**config.mk**
```make
export PLATFORM = sky130hd
export DESIGN_NAME = dbc_channel
export DESIGN_NICKNAME = d
export VERILOG_FILES = /design/src/rtl/dbc_pkg.sv /design/src/rtl/dbc_fifo.sv /design/src/rtl/dbc_channel.sv
export SDC_FILE = /design/constraint.sdc
export NUM_CORES = 1
export LEC_CHECK = 0
export BUFFER_PORTS_ARGS = -buffer_cell sky130_fd_sc_hd__buf_2
export CAP_MARGIN = 20
export CORE_UTILIZATION = 40
export DETAILED_ROUTE_END_ITERATION = 8
export GPL_TIMING_DRIVEN = 0
export SYNTH_ARGS = -nofsm -noshare
export SYNTH_HDL_FRONTEND = slang
export SYNTH_SLANG_ARGS = --single-unit
```
**constraint.sdc**
```tcl
create_clock -name clk_in -period 5.61 [get_ports clk_in]
set_input_delay 0.2805 -clock clk_in [delete_from_list [all_inputs] [get_ports clk_in]]
set_output_delay 0.2805 -clock clk_in [all_outputs]
set_load 0.005 [all_outputs]
```
**src/rtl/dbc_pkg.sv**
```systemverilog
// Shared constants and carrier types for the debug communications channel
package dbc_pkg;

   localparam int          DATA_W         = 32;
   localparam int          RSP_FIFO_DEPTH = 8;

   // Core-side coprocessor register numbers
   localparam logic [3:0]  CP_REG_STATUS  = 4'h1;
   localparam logic [3:0]  CP_REG_DATA    = 4'h5;

   // Debugger-side register indices; byte address is index times four
   localparam logic [7:0]  DBG_REG_RX     = 8'h20;
   localparam logic [7:0]  DBG_REG_STATUS = 8'h22;
   localparam logic [7:0]  DBG_REG_TX     = 8'h23;

   // Flag positions inside the status word
   localparam int          RX_FULL_BIT    = 30;
   localparam int          TX_FULL_BIT    = 29;

   localparam logic        FLAG_RESET     = 1'h0;
   localparam logic [31:0] WORD_RESET     = 32'h0000_0000;

   typedef struct packed {
      logic        write;
      logic [3:0]  regnum;
      logic [31:0] wdata;
   } dbc_cp_req_t;

   typedef struct packed {
      logic        write;
      logic [7:0]  index;
      logic [31:0] wdata;
   } dbc_dbg_req_t;

endpackage

```
**src/rtl/dbc_fifo.sv**
```systemverilog
// Parameterised synchronous FIFO with valid/ready on both sides
`timescale 1ns/10ps
`default_nettype none
module dbc_fifo #(
   parameter int WIDTH = 32,
   parameter int DEPTH = 8
) (
   input  wire logic             clk_in,
   input  wire logic             reset_n_in,
   input  wire logic             in_valid_in,
   output var  logic             in_ready_out,
   input  wire logic [WIDTH-1:0] in_data_in,
   output var  logic             out_valid_out,
   input  wire logic             out_ready_in,
   output var  logic [WIDTH-1:0] out_data_out
);
   localparam int AW = (DEPTH > 1) ? $clog2(DEPTH) : 1;

   typedef struct packed {
      logic [AW-1:0] wr_ptr;
      logic [AW-1:0] rd_ptr;
      logic [AW:0]   count;
      logic          in_ready;
      logic          out_valid;
   } dbc_fifo_state_t;

   dbc_fifo_state_t  st;
   dbc_fifo_state_t  next_st;
   logic [WIDTH-1:0] mem [DEPTH];
   logic             push;
   logic             pop;

   assign push          = in_valid_in & st.in_ready;
   assign pop           = out_ready_in & st.out_valid;
   assign in_ready_out  = st.in_ready;
   assign out_valid_out = st.out_valid;
   assign out_data_out  = mem[st.rd_ptr];

   always_comb
   begin
      next_st = st;
      if (push)
      begin
         next_st.wr_ptr = (st.wr_ptr == AW'(DEPTH - 1)) ? '0 : st.wr_ptr + 1'b1;
      end
      if (pop)
      begin
         next_st.rd_ptr = (st.rd_ptr == AW'(DEPTH - 1)) ? '0 : st.rd_ptr + 1'b1;
      end
      next_st.count     = st.count + (AW+1)'(push) - (AW+1)'(pop);
      // Flags kept as flops so the ports see no decode glitches
      next_st.in_ready  = (next_st.count != (AW+1)'(DEPTH));
      next_st.out_valid = (next_st.count != '0);
   end

   always_ff @(posedge clk_in or negedge reset_n_in)
   begin
      if (!reset_n_in)
      begin
         st <= '{wr_ptr: '0, rd_ptr: '0, count: '0, in_ready: 1'b1, out_valid: 1'b0};
      end
      else
      begin
         st <= next_st;
      end
   end

   // Storage has no reset; only the pointers define what is valid
   always_ff @(posedge clk_in)
   begin
      if (push)
      begin
         mem[st.wr_ptr] <= in_data_in;
      end
   end
endmodule
`default_nettype wire

```
**src/rtl/dbc_channel.sv**
```systemverilog
// Debug communications channel: two one-word mailboxes between core and debugger
// What this block does and what core software and the debugger must do
// After the core saw the receive flag set, its next data read returns the debugger's word and clears the flag.
// A core data read with the receive flag clear returns whatever the word register holds.
// A core data write stores all 32 bits and sets the transmit flag, with no gap needed.
// Core software does not write the data register while the transmit flag is set.
// A debugger write to the receive register with the flag clear hands the word to the core and sets the flag.
// A debugger write to the receive register with the flag set is dropped, word and flag unchanged.
// A debugger read of the transmit register with the flag set returns the core's word and clears the flag.
// A debugger read of the transmit register with the flag clear leaves the flag alone.
// Each party polls only its own status view before using its own data path.
// The core reaches the channel only through coprocessor register 1 (status) and 5 (data).
// Core sender loops on status until the transmit flag clears, then writes register 5.
// Core receiver loops on status until the receive flag sets, then reads register 5.
// The debugger reads status index 34 and, with bit 29 set, takes the word from index 35.
// The debugger writes index 32 only while status bit 30 reads clear.
// The debugger polls the status regularly while the core runs.
// The channel works whether or not the core is halted.
// Both flags reset to zero and both status views show the same two flags.
`timescale 1ns/10ps
`default_nettype none
module dbc_channel (
   input  wire logic                 clk_in,
   input  wire logic                 reset_n_in,
   input  wire logic                 cp_valid_in,
   input  wire dbc_pkg::dbc_cp_req_t cp_req_in,
   output var  logic                 cp_rvalid_out,
   output var  logic [31:0]          cp_rdata_out,
   input  wire logic                 dbg_req_valid_in,
   output var  logic                 dbg_req_ready_out,
   input  wire dbc_pkg::dbc_dbg_req_t dbg_req_in,
   output var  logic                 dbg_rsp_valid_out,
   input  wire logic                 dbg_rsp_ready_in,
   output var  logic [31:0]          dbg_rsp_data_out,
   output var  logic                 rx_channel_full_out,
   output var  logic                 tx_channel_full_out
);
   typedef struct packed {
      logic        rx_channel_full;
      logic        tx_channel_full;
      logic [31:0] host_to_core_word;
      logic [31:0] core_to_host_word;
      logic        cp_rvalid;
      logic [31:0] cp_rdata;
      logic        rsp_valid;
      logic [31:0] rsp_data;
   } dbc_state_t;

   // Decoded strobes, shared by the flag update and its collision guard
   typedef struct packed {
      logic cp_read;
      logic cp_wr_data;
      logic dbg_wr_rx;
      logic dbg_rd_tx;
   } dbc_hit_t;

   dbc_state_t  st;
   dbc_state_t  next_st;
   logic        fifo_in_ready;
   logic        fifo_out_valid;
   logic        fifo_out_ready;
   logic [31:0] fifo_out_data;
   logic        dbg_take;
   logic [31:0] dbg_read_word;
   dbc_hit_t    hit;

   // One status layout serves both views so they can never disagree
   function automatic logic [31:0] status_word(input logic rx_full, input logic tx_full);
      logic [31:0] w;
      w = 32'h0000_0000;
      w[dbc_pkg::RX_FULL_BIT] = rx_full;
      w[dbc_pkg::TX_FULL_BIT] = tx_full;
      return w;
   endfunction

   function automatic logic cp_hit(input dbc_pkg::dbc_cp_req_t req, input logic wr, input logic [3:0] regnum);
      return req.write == wr && req.regnum == regnum;
   endfunction

   function automatic logic dbg_hit(input dbc_pkg::dbc_dbg_req_t req, input logic wr, input logic [7:0] index);
      return req.write == wr && req.index == index;
   endfunction

   assign dbg_take       = dbg_req_valid_in & fifo_in_ready;
   assign fifo_out_ready = !st.rsp_valid | dbg_rsp_ready_in;

   always_comb
   begin
      hit.cp_read    = cp_valid_in && !cp_req_in.write;
      hit.cp_wr_data = cp_valid_in && cp_hit(cp_req_in, 1'b1, dbc_pkg::CP_REG_DATA);
      hit.dbg_wr_rx  = dbg_take && dbg_hit(dbg_req_in, 1'b1, dbc_pkg::DBG_REG_RX);
      hit.dbg_rd_tx  = dbg_take && dbg_hit(dbg_req_in, 1'b0, dbc_pkg::DBG_REG_TX);
   end

   // Read answer captured at acceptance, so later flag changes cannot alter it
   always_comb
   begin
      unique case (dbg_req_in.index)
         dbc_pkg::DBG_REG_STATUS : dbg_read_word = status_word(st.rx_channel_full, st.tx_channel_full);
         dbc_pkg::DBG_REG_TX     : dbg_read_word = st.core_to_host_word;
         default                 : dbg_read_word = 32'h0000_0000;
      endcase
   end

   always_comb
   begin
      next_st           = st;
      next_st.cp_rvalid = 1'b0;

      // Core side
      if (hit.cp_read)
      begin
         next_st.cp_rvalid = 1'b1;
         unique case (cp_req_in.regnum)
            dbc_pkg::CP_REG_STATUS : next_st.cp_rdata = status_word(st.rx_channel_full, st.tx_channel_full);
            dbc_pkg::CP_REG_DATA   :
            begin
               // Word returned even when empty; its value then means nothing
               next_st.cp_rdata        = st.host_to_core_word;
               next_st.rx_channel_full = 1'b0;
            end
            default                : next_st.cp_rdata = 32'h0000_0000;
         endcase
      end
      if (hit.cp_wr_data)
      begin
         // Overwrite while full is left to software to avoid
         next_st.core_to_host_word = cp_req_in.wdata;
         next_st.tx_channel_full   = 1'b1;
      end

      // Debugger side; a set in the same cycle as a clear wins
      if (hit.dbg_wr_rx && !st.rx_channel_full)
      begin
         next_st.host_to_core_word = dbg_req_in.wdata;
         next_st.rx_channel_full   = 1'b1;
      end
      if (hit.dbg_rd_tx && st.tx_channel_full)
      begin
         if (!hit.cp_wr_data)
         begin
            next_st.tx_channel_full = 1'b0;
         end
      end

      // Answer stage fed from the FIFO, stalls with the debugger
      if (fifo_out_ready)
      begin
         next_st.rsp_valid = fifo_out_valid;
         next_st.rsp_data  = fifo_out_data;
      end
   end

   always_ff @(posedge clk_in or negedge reset_n_in)
   begin
      if (!reset_n_in)
      begin
         st <= '{rx_channel_full: dbc_pkg::FLAG_RESET,
                 tx_channel_full: dbc_pkg::FLAG_RESET,
                 host_to_core_word: dbc_pkg::WORD_RESET,
                 core_to_host_word: dbc_pkg::WORD_RESET,
                 cp_rvalid: 1'b0,
                 cp_rdata: dbc_pkg::WORD_RESET,
                 rsp_valid: 1'b0,
                 rsp_data: dbc_pkg::WORD_RESET};
      end
      else
      begin
         st <= next_st;
      end
   end

   // Debugger read answers queue here so a slow debugger back-pressures its requests
   dbc_fifo #(
      .WIDTH (dbc_pkg::DATA_W),
      .DEPTH (dbc_pkg::RSP_FIFO_DEPTH)
   ) u_rsp_fifo (
      .clk_in        (clk_in),
      .reset_n_in    (reset_n_in),
      .in_valid_in   (dbg_req_valid_in & !dbg_req_in.write),
      .in_ready_out  (fifo_in_ready),
      .in_data_in    (dbg_read_word),
      .out_valid_out (fifo_out_valid),
      .out_ready_in  (fifo_out_ready),
      .out_data_out  (fifo_out_data)
   );

   assign dbg_req_ready_out   = fifo_in_ready;
   assign cp_rvalid_out       = st.cp_rvalid;
   assign cp_rdata_out        = st.cp_rdata;
   assign dbg_rsp_valid_out   = st.rsp_valid;
   assign dbg_rsp_data_out    = st.rsp_data;
   assign rx_channel_full_out = st.rx_channel_full;
   assign tx_channel_full_out = st.tx_channel_full;
endmodule
`default_nettype wire

```
; ---- Word-level counts from Yosys, hierarchy flattened
; Memory sizes are Yosys's and may differ from the RTL's. A register that Yosys moved wholly into a read port is not among the register bits.
; Index checks and enable logic that the tools add are counted.
; Widths: inputs -> output; s select.
[op_classes]
add_sub_neg = 4
n_eq_ne = 8
mux = 13
bitwise = 6
reduce_logical = 18
[ops]
columns = op, n
row1 = $pmux 32 s2, 2
row2 = $mux 33, 1
row3 = $eq 8x6->1 const B, 3
row4 = $logic_and 1x1->1, 9
row5 = $mux 1, 8
row6 = $add 3x1->3 const B, 2
row7 = $eq 3x3->1 const B, 2
row8 = $mux 3, 2
row9 = $logic_not 1->1, 5
row10 = $add 4x1->4, 1
row11 = $and 1x1->1, 4
row12 = $eq 4x1->1 const B, 1
row13 = $eq 4x3->1 const B, 1
row14 = $ne 4x4->1 const B, 1
row15 = $reduce_bool 2->1, 2
row16 = $reduce_bool 4->1, 1
row17 = $sub 4x1->4, 1
row18 = $reduce_and 2->1, 1
row19 = $not 1->1, 1
row20 = $or 1x1->1, 1
[word_totals]
ff_bits = 112
ram_bits = 256
memories = 1
[memory_table]
columns = name, depth, width, read_ports, rd_clocked_by_memory_dff, write_ports, line
row1 = u_rsp_fifo.mem, 8, 32, 1, 1, 1, dbc_fifo.sv:29  ; logic [WIDTH-1:0] mem [DEPTH];

; ---- Longest topological paths before layout
[logic_depth]
depth_word = 6
depth_mapped = 12

; ---- Modules after synthesis
; From an unflattened synthesis, not the netlist that was laid out.
[unflattened]
cells_unflattened = 840
hier_area_um2 = 16049.1
[by_module_without_submodules]
columns = mod, instances, cells_per_inst, area_per_inst_um2, seq_area_each_um2
row1 = dbc_fifo, 1, 433, 10252.3, 7988.9
row2 = dbc_channel, 1, 407, 5796.8, 3303.2

; ---- Worst setup path after synthesis
; No wires, ideal clock.
[synth_timing]
path_kind = reg-to-reg
startpoint = reg u_rsp_fifo.st (netlist bit u_rsp_fifo.in_ready_out)
endpoint = mem u_rsp_fifo.mem[0][0] (enable)
setup_ns = 0.501
arrival_ns = 4.126
slack_ns = 0.982
path_stages_with_launch = 5
path_buffers = 1
period_less_slack_ns = 4.628
cell_sequence = dfstp_2 > nand2_1 > or2_2 > clkbuf_1 > nor4_1
[synth_via]
elab_chain_cells = 3
[synth_lines]
columns = item, line
row1 = start: declaration, dbc_fifo.sv:27  ; dbc_fifo_state_t st;
row2 = start signal: assignment, dbc_fifo.sv:60  ; st <= '{wr_ptr: '0, rd_ptr: '0, count: '0, in_ready: 1'b1, out_valid: 1'b0};
row3 = start signal: assignment, dbc_fifo.sv:64  ; st <= next_st;
row4 = $and 1x1->1, dbc_fifo.sv:33  ; assign push = in_valid_in & st.in_ready;
row5 = $mux 1, dbc_fifo.sv:71  ; if (push)
row6 = $mux 1 (implied by the code), dbc_fifo.sv:73  ; mem[st.wr_ptr] <= in_data_in;
row7 = end: declaration, dbc_fifo.sv:29
; No other way between the ends.

; ---- Final worst setup path
[layout_timing]
startpoint = reg u_rsp_fifo.st (netlist bit u_rsp_fifo.in_ready_out)
endpoint = mem u_rsp_fifo.mem[3][15] (enable)
[layout_via]
elab_chain_cells = 3
[layout_lines]
columns = item, line
row1 = $and 1x1->1, dbc_fifo.sv:33
row2 = net u_rsp_fifo.push, dbc_fifo.sv:30  ; logic push;
row3 = $mux 1, dbc_fifo.sv:71
row4 = $mux 1 (implied by the code), dbc_fifo.sv:73
; The timed path passes the listed nets, and every way through them passes these cells.

==> load_flow_metrics.sql <==
INSERT INTO impl_metrics (metric_group, metric, value, unit) VALUES
('run_status', 'outcome', 'complete, no violations', ''),
('timing', 'final.period_utilization', '0.5120', ''),
('power', 'p_leak', '8.624', 'nW'),
('clock_network', 'clkTransAtPathRegs', '0.06', 'ns'),
('logic_synthesis', 'netlist_instances', '1023', ''),
('global_routing', 'track_usage', '0.1814', ''),
('clock_network', 'clk_root_buffer_cell', 'sky130_fd_sc_hd__clkbuf_16', ''),
('cells_and_area', 'insertedDiodeCount', '0', ''),
('timing', 'final_setup_vio_count', '0', ''),
('setup_path', 'worst-path-max-fanout', '18', ''),
('logic_synthesis', 'synth_simple_gate_area_share', '0.05505', ''),
('die', 'start_util', '0.4053', ''),
('placed_design', 'gp_congestion', '0.7313', ''),
('global_routing', 'antenna_violations_before_repair', '1', ''),
('timing', 'hold_violations', '0', ''),
('route', 'drt_pre_antenna_iters', '4', ''),
('min_path', 'worstHoldPathType', 'primary input to flop', ''),
('flow_run', 'timing.max_cap.violations', '0', ''),
('cells_and_area', 'non_filler_cell_area_final', '19830', 'sq um'),
('clock_network', 'insertion_delay', '0.56', 'ns'),
('setup_path', 'cpMaxStageDelayCell', 'sky130_fd_sc_hd__nor2_4', ''),
('power', 'share_seq_of_total_power', '0.427', ''),
('power', 'clock_power_share', '0.324', ''),
('timing', 'worst_clock_skew', '0.01292', 'ns'),
('die', 'io_pins', '152', ''),
('setup_path', 'timing.critical_path.to_type', 'flop', ''),
('timing', 'worstMarginPinSlew', '0.9918', 'ns'),
('power', 'p_int', '0.005993', 'W'),
('power', 'cellPowerDensity', '425.0', 'nW/um^2'),
('placed_design', 'portBuffers', '151', ''),
('route', 'drt.antenna.violating_nets', '0', ''),
('global_routing', 'grt_start_max_net_pins', '95', ''),
('placed_design', 'placed_cell_area', '17830', 'sq um'),
('power', 'comb_power_share', '0.249', ''),
('logic_synthesis', 'synth_warnings', '0', ''),
('timing', 'highest_achievable_clock_rate', '0.3482', 'GHz'),
('logic_synthesis', 'synth-seq-cells', '400', ''),
('timing', 'slew_violations', '0', ''),
('cells_and_area', 'layout-area-overhead-vs-synth', '23.43', '%'),
('setup_path', 'regToRegStartpoint', 'u_rsp_fifo.in_ready_out', ''),
('logic_synthesis', 'synth_compound_gate_area_share', '0.05030', ''),
('cells_and_area', 'most_frequent_standard_cell_in_the_layout_excluding_fill_and_tap_cells', 'sky130_fd_sc_hd__edfxtp_1', ''),
('placed_design', 'place_hpwl', '23.85', 'mm'),
('route', 'via_count', '9195', ''),
('cells_and_area', 'fraction_of_layout_instances_using_a_drive_strength_above_1', '0.2933', ''),
('timing', 'grt_setup_unrepaired', 'no', ''),
('setup_path', 'critPathLaunchType', 'flop', ''),
('setup_path', 'path_class', 'flop to flop', ''),
('die', 'die-area', '40980', 'sq um'),
('timing', 'slew_headroom', '0.3352', ''),
('clock_network', 'cts_tree', 'done', ''),
('logic_synthesis', 'mux_contribution_to_synthesized_area', '0.1346', ''),
('power', 'power_dissipated_by_switching_net_loads', '0.002435', 'W'),
('timing', 'final.hold.worst_slack', '0.02456', 'ns'),
('die', 'chipHeight', '202.4', 'um'),
('global_routing', 'grt_pass1_vias', '9476', ''),
('timing', 'min_period', '2.872', 'ns'),
('setup_path', 'crit_path_start', 'u_rsp_fifo.in_ready_out', ''),
('route', 'detailed_route_wire_length_per_cell', '19.52', 'um'),
('setup_path', 'crit_path_cell_trace', 'nand2_1 -> or2_2 -> clkbuf_1 -> inv_1 -> nand2_1 -> nor2_4 -> buf_16', ''),
('min_path', 'timing.hold.worst.start', 'cp_req_in[32]', ''),
('die', 'num_rows', '73', ''),
('setup_path', 'critical_path.most_common_cell', 'sky130_fd_sc_hd__nand2_1', ''),
('logic_synthesis', 'synth_sequential_area_ratio', '0.7028', ''),
('cells_and_area', 'highest_count_cells_in_the_layout_ignoring_fill_and_taps', 'sky130_fd_sc_hd__edfxtp_1, sky130_fd_sc_hd__buf_2, sky130_fd_sc_hd__dfrtp_1, sky130_fd_sc_hd__mux2i_1, sky130_fd_sc_hd__nand2_1', ''),
('clock_network', 'clockBufferDepth', '3', ''),
('logic_synthesis', 'ys_types', '36', ''),
('setup_path', 'worst_path_largest_cell_delay', '0.73', 'ns'),
('logic_synthesis', 'syn_nets', '1115', ''),
('logic_synthesis', 'synthXorXnorAreaFrac', '0.001635', ''),
('global_routing', 'globalRouteOverflowTotal', '0', '');
## layout make-up
type,instances,area [sq um]
repair buffers,240,1710
fillers,3388,19810
flip-flops and latches,400,11290
plain buffers,121,733.2
well taps,525,656.9
clock inverters,23,211.5
multi-input cells,491,4050
inverters,11,41.29
clock buffers,54,1137
## cells by family (layout without fill, tap and decap cells)
family / count (synthesis) / count (layout)
buffers and inverters: 132 / 449
and+or+nand+nor: 178 / 178
xor gates and xnor gates: 3 / 3
muxes: 197 / 197
DFF: 400 / 400
AOI/OAI and AO/OA: 104 / 104
adders and majority gates: 9 / 9
## state kept, by name (all words and copies together), names as in the netlist
signal	count
st	64
u_rsp_fifo.st	10
rx_channel_full_out	1
dbg_rsp_data_out	32
u_rsp_fifo.in_ready_out	1
cp_rvalid_out	1
u_rsp_fifo.mem	256
cp_rdata_out	32
u_rsp_fifo.out_valid_out	1
dbg_rsp_valid_out	1
tx_channel_full_out	1
## Yosys cell counts
| library cell | instances | area [sq um] |
|---|---|---|
| sky130_fd_sc_hd__o31ai_1 | 2 | 15.01 |
| sky130_fd_sc_hd__nand2b_1 | 8 | 50.05 |
| sky130_fd_sc_hd__buf_1 | 2 | 7.510 |
| sky130_fd_sc_hd__nand3_1 | 32 | 160.2 |
| sky130_fd_sc_hd__nor2_1 | 7 | 26.28 |
| sky130_fd_sc_hd__inv_1 | 11 | 41.29 |
| sky130_fd_sc_hd__a22oi_1 | 64 | 480.5 |
| sky130_fd_sc_hd__dfstp_2 | 1 | 26.28 |
| sky130_fd_sc_hd__buf_6 | 3 | 33.78 |
| sky130_fd_sc_hd__or4b_4 | 1 | 13.76 |
| sky130_fd_sc_hd__clkbuf_1 | 39 | 146.4 |
| sky130_fd_sc_hd__buf_4 | 64 | 480.5 |
| sky130_fd_sc_hd__mux2_2 | 36 | 405.4 |
| sky130_fd_sc_hd__and4_1 | 1 | 8.760 |
| sky130_fd_sc_hd__nand2_1 | 80 | 300.3 |
| sky130_fd_sc_hd__edfxtp_1 | 256 | 7687 |
| sky130_fd_sc_hd__or2_2 | 1 | 6.260 |
| sky130_fd_sc_hd__and3_1 | 1 | 6.260 |
| sky130_fd_sc_hd__buf_2 | 13 | 65.06 |
| sky130_fd_sc_hd__nor3_1 | 7 | 35.03 |
| sky130_fd_sc_hd__nor3_4 | 1 | 16.27 |
| sky130_fd_sc_hd__nor4_1 | 2 | 12.51 |
| sky130_fd_sc_hd__and2_1 | 32 | 200.2 |
| sky130_fd_sc_hd__a22o_1 | 30 | 262.8 |
| sky130_fd_sc_hd__a21oi_1 | 1 | 5.000 |
| sky130_fd_sc_hd__ha_1 | 8 | 100.1 |
| sky130_fd_sc_hd__nor4b_1 | 1 | 8.760 |
| sky130_fd_sc_hd__xnor2_1 | 3 | 26.28 |
| sky130_fd_sc_hd__fa_1 | 1 | 20.02 |
| sky130_fd_sc_hd__o21ai_0 | 3 | 15.01 |
| sky130_fd_sc_hd__nor2b_1 | 3 | 18.77 |
| sky130_fd_sc_hd__a21o_1 | 4 | 30.03 |
| sky130_fd_sc_hd__mux2_4 | 29 | 435.4 |
| sky130_fd_sc_hd__dfrtp_1 | 143 | 3578 |
| sky130_fd_sc_hd__nand4_4 | 1 | 21.27 |
| sky130_fd_sc_hd__mux2i_1 | 132 | 1321 |
## through the flow
stage,cells,TNS (ns),util,worst slack (ns)
6_report,1865,0,0.5003,2.738
5_1_grt,1865,0,0.5003,2.601
4_1_cts,1865,0,0.5003,2.692
3_5_place_dp,1723,0,0.4499,2.716
3_3_place_gp,1699,-180.73,0.4410,-2.768
2_1_floorplan,1023,0,-,0.9823
## critical path: cells and delay by family (launching register included)
kind | cells | cell delay [ns]
and+or+nand+nor | 4 | 1.27
buffers and inverters | 3 | 0.72
DFF | 1 | 0.57
## routing by layer
metal	routed length (um)	global-route usage
met5	0	0
met4	631	0.04995
met3	2170	0.03837
met2	16910	0.2867
met1	16690	0.2531
## power by group through the flow
stage	combinational, W	clock, W	sequential [W]
after global placement	0.00201	0	0.00366
after global routing	0.00230	0.00290	0.00363
after detailed placement	0.00209	0	0.00366
after floorplan	0.00139	0	0.00360
after CTS	0.00214	0.00279	0.00360
final	0.00210	0.00273	0.00360
## worst paths after layout
| path | cells after the start | slack [ns] | end |
|---|---|---|---|
| setup reg to reg | 7 | 2.74 | u_rsp_fifo.mem[3][15] |
| hold reg to reg | 2 | 0.46 | dbg_rsp_data_out[24] |
| hold / removal | 3 | 0.02 | cp_rdata_out[30] |
| min in group asynchronous | 2 | 0.26 | dbg_rsp_data_out[14] |
| max in group asynchronous | 3 | 4.44 | cp_rdata_out[5] |
| setup / recovery | 7 | 2.74 | u_rsp_fifo.mem[3][15] |
## repair_timing
item / CTS / global route
resized for setup: 0 / 0
endpoints found under the hold margin: 114 / 0
hold buffers: 65 / 0
setup buffers: 0 / 0
(Power assumes the default switching activity.)
